[src/cso_pkg.sv]
// cso_pkg: widths, field positions, offsets, reset values and carrier types
// of the configuration status and legacy interrupt block.
// assumes a single core clock and a synchronous active-high reset.
`default_nettype none

package cso_pkg;

   // output field widths
   localparam int unsigned CSO_BUS_W = 8;
   localparam int unsigned CSO_DEV_W = 5;
   localparam int unsigned CSO_FUNC_W = 3;
   localparam int unsigned CSO_CMD_W = 6;
   localparam int unsigned CSO_DEVCTL_W = 15;
   localparam int unsigned CSO_LNKCTL_W = 8;

   // configuration write carrier
   localparam int unsigned CSO_CFG_IDX_W = 10;
   localparam int unsigned CSO_CFG_DATA_W = 32;
   localparam int unsigned CSO_CFG_BE_W = 4;

   // local register port
   localparam int unsigned CSO_ADDR_W = 8;
   localparam int unsigned CSO_DATA_W = 32;

   // command register bit positions
   localparam int unsigned CSO_CMD_IO_BIT = 0;
   localparam int unsigned CSO_CMD_MEM_BIT = 1;
   localparam int unsigned CSO_CMD_MASTER_BIT = 2;
   localparam int unsigned CSO_CMD_PERR_BIT = 3;
   localparam int unsigned CSO_CMD_SERR_BIT = 4;
   localparam int unsigned CSO_CMD_INTDIS_BIT = 5;

   // bit positions inside configuration dwords
   localparam int unsigned CSO_STAT_INT_BIT = 19;
   localparam int unsigned CSO_MSI_EN_BIT = 16;

   // configuration dword indices
   localparam logic [9:0] CSO_CFG_CMD_IDX = 10'h001;
   localparam logic [9:0] CSO_CFG_MSI_IDX = 10'h014;
   localparam logic [9:0] CSO_CFG_DEVCTL_IDX = 10'h01a;
   localparam logic [9:0] CSO_CFG_LNKCTL_IDX = 10'h01c;

   // local register byte offsets
   localparam logic [7:0] CSO_REG_ID = 8'h00;
   localparam logic [7:0] CSO_REG_CMD = 8'h04;
   localparam logic [7:0] CSO_REG_DEVCTL = 8'h08;
   localparam logic [7:0] CSO_REG_LNKCTL = 8'h0c;
   localparam logic [7:0] CSO_REG_IRQ_STS = 8'h10;
   localparam logic [7:0] CSO_REG_IRQ_MASK = 8'h14;

   // event bits of the interrupt status and mask registers
   localparam int unsigned CSO_EV_W = 5;
   localparam int unsigned CSO_INTX_EV_W = 4;
   localparam int unsigned CSO_EV_ASSERT = 0;
   localparam int unsigned CSO_EV_DEASSERT = 1;
   localparam int unsigned CSO_EV_SUPPRESSED = 2;
   localparam int unsigned CSO_EV_MSI_IGNORED = 3;
   localparam int unsigned CSO_EV_CFG_WR = 4;

   // reset values
   localparam logic [5:0] CSO_CMD_RST = 6'h00;
   localparam logic [14:0] CSO_DEVCTL_RST = 15'h0000;
   localparam logic [7:0] CSO_LNKCTL_RST = 8'h00;
   localparam logic [4:0] CSO_IRQ_MASK_RST = 5'h00;

   typedef struct packed {
      logic [CSO_BUS_W-1:0] bus;
      logic [CSO_DEV_W-1:0] dev;
      logic [CSO_FUNC_W-1:0] func;
   } cso_id_s;

   typedef struct packed {
      logic wr;
      logic [CSO_CFG_IDX_W-1:0] idx;
      logic [CSO_CFG_BE_W-1:0] be;
      logic [CSO_CFG_DATA_W-1:0] data;
      cso_id_s id;
   } cso_cfgwr_s;

   typedef struct packed {
      logic valid;
      logic assert_n_deassert;
   } cso_msg_s;

   typedef enum logic [1:0] {
      CSO_INTX_IDLE = 2'b01,
      CSO_INTX_ACTIVE = 2'b10
   } cso_intx_e;

endpackage : cso_pkg

`default_nettype wire

[src/cso_top.sv]
// cso_top: configuration-derived outputs and legacy interrupt messages,
// with a small register port and an interrupt output for local software.
// assumes configuration writes arrive as one-cycle strobes on the core
// clock, already decoded to dword index and byte enables.
//
// Our own choices: the address-and-strobe port and the placing of the registers.
`timescale 1ns/10ps
`default_nettype none

// Behaviour
// - bus, device and function numbers are captured from each config write.
// - six command bits are presented, bit 5 interrupt disable down to io.
// - device control bits 14 to 0 are presented continuously.
// - link control bits 7 to 0 are presented continuously.
// - a request falling edge sends an assert message and sets the status.
// - a request rising edge sends a deassert message and clears the status.
// - interrupt disable suppresses messages but the status still follows.
// - with msi enabled the msi output is high and the request is ignored.
module cso_top
   import cso_pkg::*;
(
   input wire logic CLK_I,
   input wire logic RESET_I,
   // configuration write from the transaction layer
   input wire cso_cfgwr_s CFG_WR_I,
   // legacy request from user logic, active low
   input wire logic INT_REQ_N_I,
   // local register port
   input wire logic [CSO_ADDR_W-1:0] ADDR_I,
   input wire logic [CSO_DATA_W-1:0] WDATA_I,
   input wire logic WR_I,
   input wire logic RD_I,
   output logic [CSO_DATA_W-1:0] RDATA_O,
   output logic IRQ_O,
   // configuration-derived outputs
   output logic [CSO_BUS_W-1:0] BUS_NUM_O,
   output logic [CSO_DEV_W-1:0] DEV_NUM_O,
   output logic [CSO_FUNC_W-1:0] FUNC_NUM_O,
   output logic [CSO_CMD_W-1:0] CMD_REG_O,
   output logic [CSO_DEVCTL_W-1:0] DEV_CTRL_O,
   output logic [CSO_LNKCTL_W-1:0] LINK_CTRL_O,
   output logic MSI_ENABLE_O,
   // legacy interrupt message request and status
   output logic INT_STATUS_O,
   output logic MSG_VALID_O,
   output logic MSG_ASSERT_O
);

   typedef struct packed {
      cso_id_s id;
      logic [CSO_CMD_W-1:0] cmd;
      logic [CSO_DEVCTL_W-1:0] devctl;
      logic [CSO_LNKCTL_W-1:0] lnkctl;
      logic msi_en;
      logic [CSO_EV_W-1:0] sts;
      logic [CSO_EV_W-1:0] mask;
      logic [CSO_DATA_W-1:0] rdata;
   } cso_top_st_s;

   cso_top_st_s q;
   cso_top_st_s d;

   logic intx_status;
   cso_msg_s intx_msg;
   logic [CSO_INTX_EV_W-1:0] intx_ev;
   logic [CSO_EV_W-1:0] events;
   logic [CSO_EV_W-1:0] w1c;
   logic [CSO_DATA_W-1:0] rd_word;
   logic cfg_cmd_hit;
   logic cfg_devctl_hit;
   logic cfg_lnkctl_hit;
   logic cfg_msi_hit;

   // legacy interrupt engine

   // the engine sees the registered disable, so a config write that flips
   // interrupt disable acts on edges from the following cycle onward
   cso_intx u_intx (
      .clk_i(CLK_I),
      .reset_i(RESET_I),
      .req_n_i(INT_REQ_N_I),
      .int_disable_i(q.cmd[CSO_CMD_INTDIS_BIT]),
      .msi_enable_i(q.msi_en),
      .status_o(intx_status),
      .msg_o(intx_msg),
      .event_o(intx_ev)
   );

   // configuration write decode

   assign cfg_cmd_hit = CFG_WR_I.wr && (CFG_WR_I.idx == CSO_CFG_CMD_IDX);
   assign cfg_devctl_hit = CFG_WR_I.wr &&
      (CFG_WR_I.idx == CSO_CFG_DEVCTL_IDX);
   assign cfg_lnkctl_hit = CFG_WR_I.wr &&
      (CFG_WR_I.idx == CSO_CFG_LNKCTL_IDX);
   assign cfg_msi_hit = CFG_WR_I.wr && (CFG_WR_I.idx == CSO_CFG_MSI_IDX);

   // interrupt sources

   always_comb begin
      events = '0;
      events[CSO_INTX_EV_W-1:0] = intx_ev;
      events[CSO_EV_CFG_WR] = CFG_WR_I.wr;
   end

   always_comb begin
      w1c = '0;
      if (WR_I && (ADDR_I == CSO_REG_IRQ_STS)) begin
         w1c = WDATA_I[CSO_EV_W-1:0];
      end
   end

   // read multiplexer

   // unmapped offsets read as zero
   always_comb begin
      rd_word = '0;
      case (ADDR_I)
         CSO_REG_ID: begin
            rd_word[CSO_BUS_W+CSO_DEV_W+CSO_FUNC_W-1:0] = q.id;
         end
         CSO_REG_CMD: begin
            rd_word[CSO_CMD_W-1:0] = q.cmd;
            rd_word[CSO_STAT_INT_BIT] = intx_status;
            rd_word[CSO_MSI_EN_BIT] = q.msi_en;
         end
         CSO_REG_DEVCTL: begin
            rd_word[CSO_DEVCTL_W-1:0] = q.devctl;
         end
         CSO_REG_LNKCTL: begin
            rd_word[CSO_LNKCTL_W-1:0] = q.lnkctl;
         end
         CSO_REG_IRQ_STS: begin
            rd_word[CSO_EV_W-1:0] = q.sts;
         end
         CSO_REG_IRQ_MASK: begin
            rd_word[CSO_EV_W-1:0] = q.mask;
         end
         default: begin
            rd_word = '0;
         end
      endcase
   end

   // next state

   always_comb begin
      d = q;

      // every config write carries the requester-assigned id
      if (CFG_WR_I.wr) begin
         d.id = CFG_WR_I.id;
      end

      // command bits live in byte 0 of the command dword
      if (cfg_cmd_hit && CFG_WR_I.be[0]) begin
         d.cmd = CFG_WR_I.data[CSO_CMD_W-1:0];
      end

      // device control spans bytes 0 and 1; bit 15 is not kept
      if (cfg_devctl_hit && CFG_WR_I.be[0]) begin
         d.devctl[7:0] = CFG_WR_I.data[7:0];
      end
      if (cfg_devctl_hit && CFG_WR_I.be[1]) begin
         d.devctl[CSO_DEVCTL_W-1:8] = CFG_WR_I.data[CSO_DEVCTL_W-1:8];
      end

      if (cfg_lnkctl_hit && CFG_WR_I.be[0]) begin
         d.lnkctl = CFG_WR_I.data[CSO_LNKCTL_W-1:0];
      end

      // msi enable sits in byte 2 of the msi capability header
      if (cfg_msi_hit && CFG_WR_I.be[2]) begin
         d.msi_en = CFG_WR_I.data[CSO_MSI_EN_BIT];
      end

      // a new event in the same cycle as its clear keeps the bit set
      d.sts = (q.sts & ~w1c) | events;

      if (WR_I && (ADDR_I == CSO_REG_IRQ_MASK)) begin
         d.mask = WDATA_I[CSO_EV_W-1:0];
      end

      // read data stand only in the cycle after the strobe
      d.rdata = RD_I ? rd_word : '0;
   end

   // state register

   always_ff @(posedge CLK_I) begin
      if (RESET_I) begin
         q.id <= '0;
         q.cmd <= CSO_CMD_RST;
         q.devctl <= CSO_DEVCTL_RST;
         q.lnkctl <= CSO_LNKCTL_RST;
         q.msi_en <= 1'b0;
         q.sts <= '0;
         q.mask <= CSO_IRQ_MASK_RST;
         q.rdata <= '0;
      end else begin
         q <= d;
      end
   end

   // outputs

   assign BUS_NUM_O = q.id.bus;
   assign DEV_NUM_O = q.id.dev;
   assign FUNC_NUM_O = q.id.func;
   assign CMD_REG_O = q.cmd;
   assign DEV_CTRL_O = q.devctl;
   assign LINK_CTRL_O = q.lnkctl;
   assign MSI_ENABLE_O = q.msi_en;

   assign INT_STATUS_O = intx_status;
   assign MSG_VALID_O = intx_msg.valid;
   assign MSG_ASSERT_O = intx_msg.assert_n_deassert;

   assign RDATA_O = q.rdata;
   assign IRQ_O = |(q.sts & q.mask);

endmodule : cso_top

`default_nettype wire

[src/cso_intx.sv]
// cso_intx: turns the active-low legacy request into assert and deassert
// message pulses and keeps the interrupt status bit.
// assumes the request comes from logic on the same clock.
`timescale 1ns/10ps
`default_nettype none

module cso_intx
   import cso_pkg::*;
(
   input wire logic clk_i,
   input wire logic reset_i,
   input wire logic req_n_i,
   input wire logic int_disable_i,
   input wire logic msi_enable_i,
   output logic status_o,
   output cso_msg_s msg_o,
   output logic [CSO_INTX_EV_W-1:0] event_o
);

   typedef struct packed {
      cso_intx_e st;
      logic prev_n;
      cso_msg_s msg;
      logic [CSO_INTX_EV_W-1:0] ev;
   } cso_intx_st_s;

   cso_intx_st_s q;
   cso_intx_st_s d;
   logic fall;
   logic rise;

   // previous sample against current one
   assign fall = q.prev_n & ~req_n_i;
   assign rise = ~q.prev_n & req_n_i;

   always_comb begin
      d = q;
      d.msg = '0;
      d.ev = '0;
      // prev tracks even while ignored, so no stale edge when msi drops
      d.prev_n = req_n_i;
      if (msi_enable_i) begin
         d.ev[CSO_EV_MSI_IGNORED] = fall | rise;
      end else begin
         case (q.st)
            CSO_INTX_IDLE: begin
               if (fall) begin
                  d.st = CSO_INTX_ACTIVE;
                  d.msg.valid = ~int_disable_i;
                  d.msg.assert_n_deassert = 1'b1;
                  d.ev[CSO_EV_ASSERT] = ~int_disable_i;
                  d.ev[CSO_EV_SUPPRESSED] = int_disable_i;
               end
            end
            CSO_INTX_ACTIVE: begin
               if (rise) begin
                  d.st = CSO_INTX_IDLE;
                  d.msg.valid = ~int_disable_i;
                  d.msg.assert_n_deassert = 1'b0;
                  d.ev[CSO_EV_DEASSERT] = ~int_disable_i;
                  d.ev[CSO_EV_SUPPRESSED] = int_disable_i;
               end
            end
            default: begin
               d.st = CSO_INTX_IDLE;
            end
         endcase
      end
   end

   always_ff @(posedge clk_i) begin
      if (reset_i) begin
         q.st <= CSO_INTX_IDLE;
         q.prev_n <= 1'b1;
         q.msg <= '0;
         q.ev <= '0;
      end else begin
         q <= d;
      end
   end

   assign status_o = (q.st == CSO_INTX_ACTIVE);
   assign msg_o = q.msg;
   assign event_o = q.ev;

endmodule : cso_intx

`default_nettype wire

[config.mk]
export PLATFORM = sky130hd
export DESIGN_NAME = cso_top
export DESIGN_NICKNAME = d
export VERILOG_FILES = /design/src/cso_pkg.sv /design/src/cso_top.sv /design/src/cso_intx.sv
export SDC_FILE = /design/constraint.sdc
export NUM_CORES = 1
export LEC_CHECK = 0
export BUFFER_PORTS_ARGS = -buffer_cell sky130_fd_sc_hd__buf_2
export CAP_MARGIN = 5
export CORE_MARGIN = 2
export CORE_UTILIZATION = 40
export DETAILED_ROUTE_END_ITERATION = 7
export PLACE_DENSITY = 0.75
export SLEW_MARGIN = 0
export SYNTH_ARGS = -nofsm -noshare
export SYNTH_HDL_FRONTEND = slang
export SYNTH_HIERARCHICAL = 1
export SYNTH_SLANG_ARGS = --single-unit
[constraint.sdc]
create_clock -name CLK_I -period 1.8 [get_ports CLK_I]
set_clock_uncertainty 0.1 [all_clocks]
set_input_delay 0.27 -clock CLK_I [delete_from_list [all_inputs] [get_ports CLK_I]]
set_output_delay 0.27 -clock CLK_I [all_outputs]
set_load 0.01 [all_outputs]
==> results of run 1 <==
state kept, by name (all words and copies together), names as in the netlist:
signal and flops:
MSI_ENABLE_O 1, DEV_NUM_O 5, LINK_CTRL_O 8, u_intx/event_o 4, DEV_CTRL_O 15, CMD_REG_O 6
RDATA_O 18, q 10, u_intx/q 3, BUS_NUM_O 8, u_intx/msg_o 2, FUNC_NUM_O 3
final cells by class:
| cell class | instances | area, um2 |
|---|---|---|
| inverters | 6 | 22.52 |
| multi-input cells | 263 | 1939 |
| clock buffers | 11 | 141.4 |
| repair buffers | 141 | 755.7 |
| clock inverters | 3 | 40.04 |
| fillers | 1054 | 5639 |
| flip-flops and latches | 83 | 1662 |
| well taps | 136 | 170.2 |
critical path: stages (launching register included):
cell and delay (ns):
dfxtp_1 0.33, a222oi_1 0.35, nand2_1 0.10, buf_2 0.15
layer usage:
metal  share of wire [%]  vias to the layer above  GRT usage [%]
li1                    -                     1510              -
met1                  42                     1450          20.32
met2                  50                       91          29.34
met3                 5.6                       14          4.177
met4                 1.8                        0          6.777
met5                   0                        -              0
placed cells by master (no fill, tap or decap), types with 4 or more instances in the layout:
cell,synthesis,routed
a311oi_1,5,5
mux2i_1,59,59
buf_4,85,8
conb_1,1,14
dfxtp_1,83,83
ha_1,5,5
nor2_1,36,36
clkbuf_8,0,10
inv_1,6,6
nand2_1,12,12
a22oi_1,8,8
nor2b_1,12,12
a21oi_1,6,6
and3_1,4,4
buf_2,7,131
nand2b_1,56,56
nor4b_1,4,4
mux2_2,17,17
cells by family (layout without fill, tap and decap cells):
logic type	Yosys count	in the layout	share of synthesized area, %
AND/OR/NAND/NOR	143	143	19.53
buffers and inverters	106	161	17.11
AO/OA/AOI/OAI	24	24	4.263
other	1	14	0.08751
multiplexers	77	77	18.77
flip-flops	83	83	38.77
adder cells (fa/ha/maj)	5	5	1.460
power groups by stage:
stage / registers, mW / logic [mW] / clock network, mW
final: 1.92 / 0.449 / 1.30
after detailed placement: 1.96 / 0.442 / 0
after CTS: 1.92 / 0.447 / 1.33
after global placement: 1.96 / 0.429 / 0
after global routing: 1.93 / 0.492 / 1.41
after floorplan: 1.95 / 0.338 / 0
worst min-delay path by stage:
stage	depth (start not counted)	start	endpoint
after floorplan	1	RESET_I	u_intx/event_o[3]
final	3	INT_REQ_N_I	u_intx/q[6]
after global placement	2	u_intx/event_o[1]	q[38]
after detailed placement	2	q[33]	q[33]
after global routing	3	INT_REQ_N_I	u_intx/q[6]
after CTS	3	INT_REQ_N_I	u_intx/q[6]
==> metrics.cfg, run 1 <==
[outcome]
status = complete, no violations

[setup_path]
worstPathArrival_ns = 1.28
cp_max_fo = 3
crit_end = IRQ_O
reg2reg_slack_ns = 0.27
rr_startpoint = u_intx/q[7]
worstSetupStartpointType = register
setup.worst_path.end_class = primary output
r2r_cells = 5
worstReg2RegEnd = u_intx/q[7]
critPathLaunch = q[40]
crit_required_ns = 1.43
path_class = register to primary output

[synthesis]
yosysWarningCount = 6
yosysTopAreaCell = dfxtp_1
synth_top_flop_cell = dfxtp_1
synth-seq-cells = 83
synth_edf_count = 0
syn_inst = 439
ys_seq_area_share_pct = 38.77
async_reset_ff_share_pct = 0
netlist_area_um2 = 4285
synth.top_cell.area_share_pct = 38.77
netlist-cell-type-count = 38
netlist_top_cells_count = buf_4, dfxtp_1, mux2i_1, nand2b_1, nor2_1
synthTopCellsByArea = dfxtp_1, buf_4, mux2i_1, nand2b_1, mux2_2
synth.most_common_cell = buf_4
syn_avg_cell_area_um2 = 9.762

[die]
io-pin-count = 190
die_y_um = 107.5
num_rows = 37
die-area_um2 = 11560
start_util_pct = 41.32
die_x_um = 107.5
core_um2 = 10370

[pwr]
switching_share_pct = 24.71
clkPwrFrac_pct = 35.3
power_mw = 3.665
internal-power_mw = 2.759
peakVddDrop_uv = 359.6
p_per_area_nw_per_um2 = 774.8
seqPwrFrac_pct = 52.4
switchingPower_mw = 0.9058
combPwrFrac_pct = 12.2
p_leak_nw = 2.294

[routing]
via_count = 3065
routed_wl_um = 9662
drt_iter0_drc = 134
postRouteAntennaNets = 0
first_pass_iters = 4
via_per_inst = 4.767
drc_errors = 0
wl_per_cell_um = 15.03

[placed_design]
placed_area_um2 = 4549
place_hpwl_um = 7275
finalWeightedCongestion = 0.7839
preCtsSetupSlack_ns = 0.08149
portBuffers = 131
dp_cells = 629

[timing]
hold_viol = 0
rsz0062_at_grt = no
fmax_ghz = 0.6072
finalCritPeriodShare_pct = 91.50
holdWs_ns = 0.04451
worst_slew_pin_slew_ns = 0.5263
fin_ws_ns = 0.1530
setup_viol = 0
slew-limit-headroom_pct = 64.42
fin_crit_ns = 1.647
setup_tns_ns = 0
maxSlewViolCount = 0

[final_layout]
final_util_pct = 45.62
antenna_cells = 0
stdcell_area_um2 = 4731
layout-drive-gt1-share_pct = 35.11
final_cells = 643
nNetsFinal = 617
syn2layout_area_growth_pct = 10.39

[clock_tree]
clk_latency_ns = 0.35
cts_root_buffer = clkbuf_8
cts_made_buffers = 9
cts_hold_buf = 0
clk_pin_slew_ns = 0.07
clockBufferDepth = 2
clock-sinks = 83
post_cts_buffers = 0
cts_tree = yes
htree_num_levels = 3
cts_resized = 0

[grt]
grt_first_pass_wirelength_um = 15080
antenna_found_initial = 0
grt_usage_pct = 17.05
grt_pass1_vias = 3011
grt_max_degree = 55
grt_overflow_total = 0

[hold_path]
hp-class = primary input to register

[job]
cap_violations = 0

No activity file was read; power rests on OpenSTA's default activity.
==> run 2: changes to the inputs <==
--- a/config.mk
+++ b/config.mk
@@ -7,8 +7,9 @@
 export LEC_CHECK = 0
 export BUFFER_PORTS_ARGS = -buffer_cell sky130_fd_sc_hd__buf_2
 export CAP_MARGIN = 5
-export CORE_MARGIN = 2
+export CORE_MARGIN = 3
 export CORE_UTILIZATION = 40
+export CTS_BUF_LIST = sky130_fd_sc_hd__clkbuf_4 sky130_fd_sc_hd__clkbuf_8
 export DETAILED_ROUTE_END_ITERATION = 7
 export PLACE_DENSITY = 0.75
 export SLEW_MARGIN = 0
==> run 2 against run 1 <==
First-iteration DRC count is 0.75% higher. Sequential share of layout area decreased by 0.42 points. Via count is 1.5% lower. Count of clock-buffer cells in the layout rose by 1. Die area rose by 3.8%. Critical path depth stayed put. Combinational power shrank 0.9%. Largest cell class unchanged.
==> metrics.cfg, run 2 (synthesis gave the netlist of run 1 again) <==
[timing]
setup_viol = 0
hold_viol = 0
fmax_ghz = 0.5965
maxSlewViolCount = 0
setup_tns_ns = 0
finalCritPeriodShare_pct = 93.14
rsz0062_at_grt = no
fin_crit_ns = 1.676
fin_ws_ns = 0.1236

[setup_path]
worstSetupStartpointType = register
crit_chain = a222oi_1 -> nand2_1 -> buf_2
cpPeakStageDelay_ns = 0.40
path_class = register to primary output
crit_slowest_cell = a222oi_1
worstPathArrival_ns = 1.31
cp.buffers_inverters = 1
path_delay_family = compound AO/OA/AOI/OAI gates
cp_max_fo = 3
setup.worst_path.end_class = primary output
crit_required_ns = 1.43

[clock_tree]
post_cts_buffers = 0
clockBufferDepth = 2
cts_tree = yes
cts_root_buffer = clkbuf_8
cts_resized = 0
clock-sinks = 83
clk_pin_slew_ns = 0.09
htree_num_levels = 3
cts_made_buffers = 9
clk_latency_ns = 0.35
cts_hold_buf = 0

[placed_design]
place_hpwl_um = 7566
finalWeightedCongestion = 0.7857
portBuffers = 131
preCtsSetupSlack_ns = 0.1081

[die]
start_util_pct = 41.32
die-area_um2 = 11990
io-pin-count = 190
die_x_um = 109.5
num_rows = 37
core_um2 = 10370
die_y_um = 109.5

[final_layout]
nNetsFinal = 617
antenna_cells = 0
largest_reg_flops = 18
final_common_cell = buf_2
mostFrequentLayoutCells = buf_2, dfxtp_1, mux2i_1
layout-drive-gt1-share_pct = 35.56
syn2layout_area_growth_pct = 11.74

[routing]
postRouteAntennaNets = 0
drc_errors = 0
via_count = 3020
routed_wl_um = 9765
drt_iter0_drc = 135
first_pass_iters = 4
via_per_inst = 4.682
wl_per_cell_um = 15.14

[grt]
grt_pass1_vias = 2987
grt_overflow_total = 0
grt_usage_pct = 16.37
antenna_found_initial = 0
grt_max_degree = 44
grt_first_pass_wirelength_um = 14930

[job]
cap_violations = 0

[outcome]
status = complete, no violations

[pwr]
peakVddDrop_uv = 408.8
p_per_area_nw_per_um2 = 807.9
p_leak_nw = 2.319

[hold_path]
hp-class = primary input to register

[run 2: metal layers]
layer | routed length [um] | vias to the layer above | GRT usage (%)
met3 | 448 | 21 | 3.582
met2 | 4961 | 78 | 28.25
met1 | 4114 | 1416 | 19.19
met5 | 0 | - | 0
li1 | - | 1505 | -
met4 | 240 | 0 | 7.836
[run 2: power by group]
part	leakage, nW	switching [mW]	internal [mW]
sequential	0.673	0.0360	1.88
clock	0.117	0.653	0.851
combinational	1.53	0.231	0.214
total	2.32	0.919	2.95
[run 2: cell type report]
class | count | area (um2)
Inverter | 6 | 22.52
Multi-Input combinational cell | 263 | 1939
Clock inverter | 4 | 73.82
Sequential cell | 83 | 1662
Timing Repair Buffer | 141 | 768.2
Clock buffer | 12 | 152.6
Tap cell | 136 | 170.2
Fill cell | 1004 | 5582
[run 2: final timing paths]
kind	to	slack [ns]	depth (start not counted)	startpoint
setup / recovery	IRQ_O	0.12	3	q[40]
hold / removal	FUNC_NUM_O[0]	0.05	3	CFG_WR_I[0]
setup reg to reg	u_intx/q[7]	0.31	5	u_intx/q[7]
hold reg to reg	CMD_REG_O[4]	0.39	2	CMD_REG_O[4]
[run 2: worst register-to-register path: cells and delay by family, from the launching register on]
| kind | cells | cell delay, ns |
|---|---|---|
| flops | 1 | 0.39 |
| mux | 1 | 0.20 |
| simple gates | 1 | 0.17 |
| fa+ha+maj | 1 | 0.23 |
| compound gates | 1 | 0.26 |
| buf+inv | 1 | 0.06 |
[run 2: per-stage QoR]
step           util [%]  cells  power (mW)  hold slack [ns]  instance area [um2]
2_1_floorplan         -    452       2.290           0.2458                 4334
3_3_place_gp      43.99    629       2.387           0.3679                 4562
3_5_place_dp      43.99    629       2.407           0.3774                 4562
4_1_cts           46.18    645       3.908          0.02503                 4788
5_1_grt           46.18    645       4.040          0.03799                 4788
6_report          46.18    645       3.869          0.04508                 4788
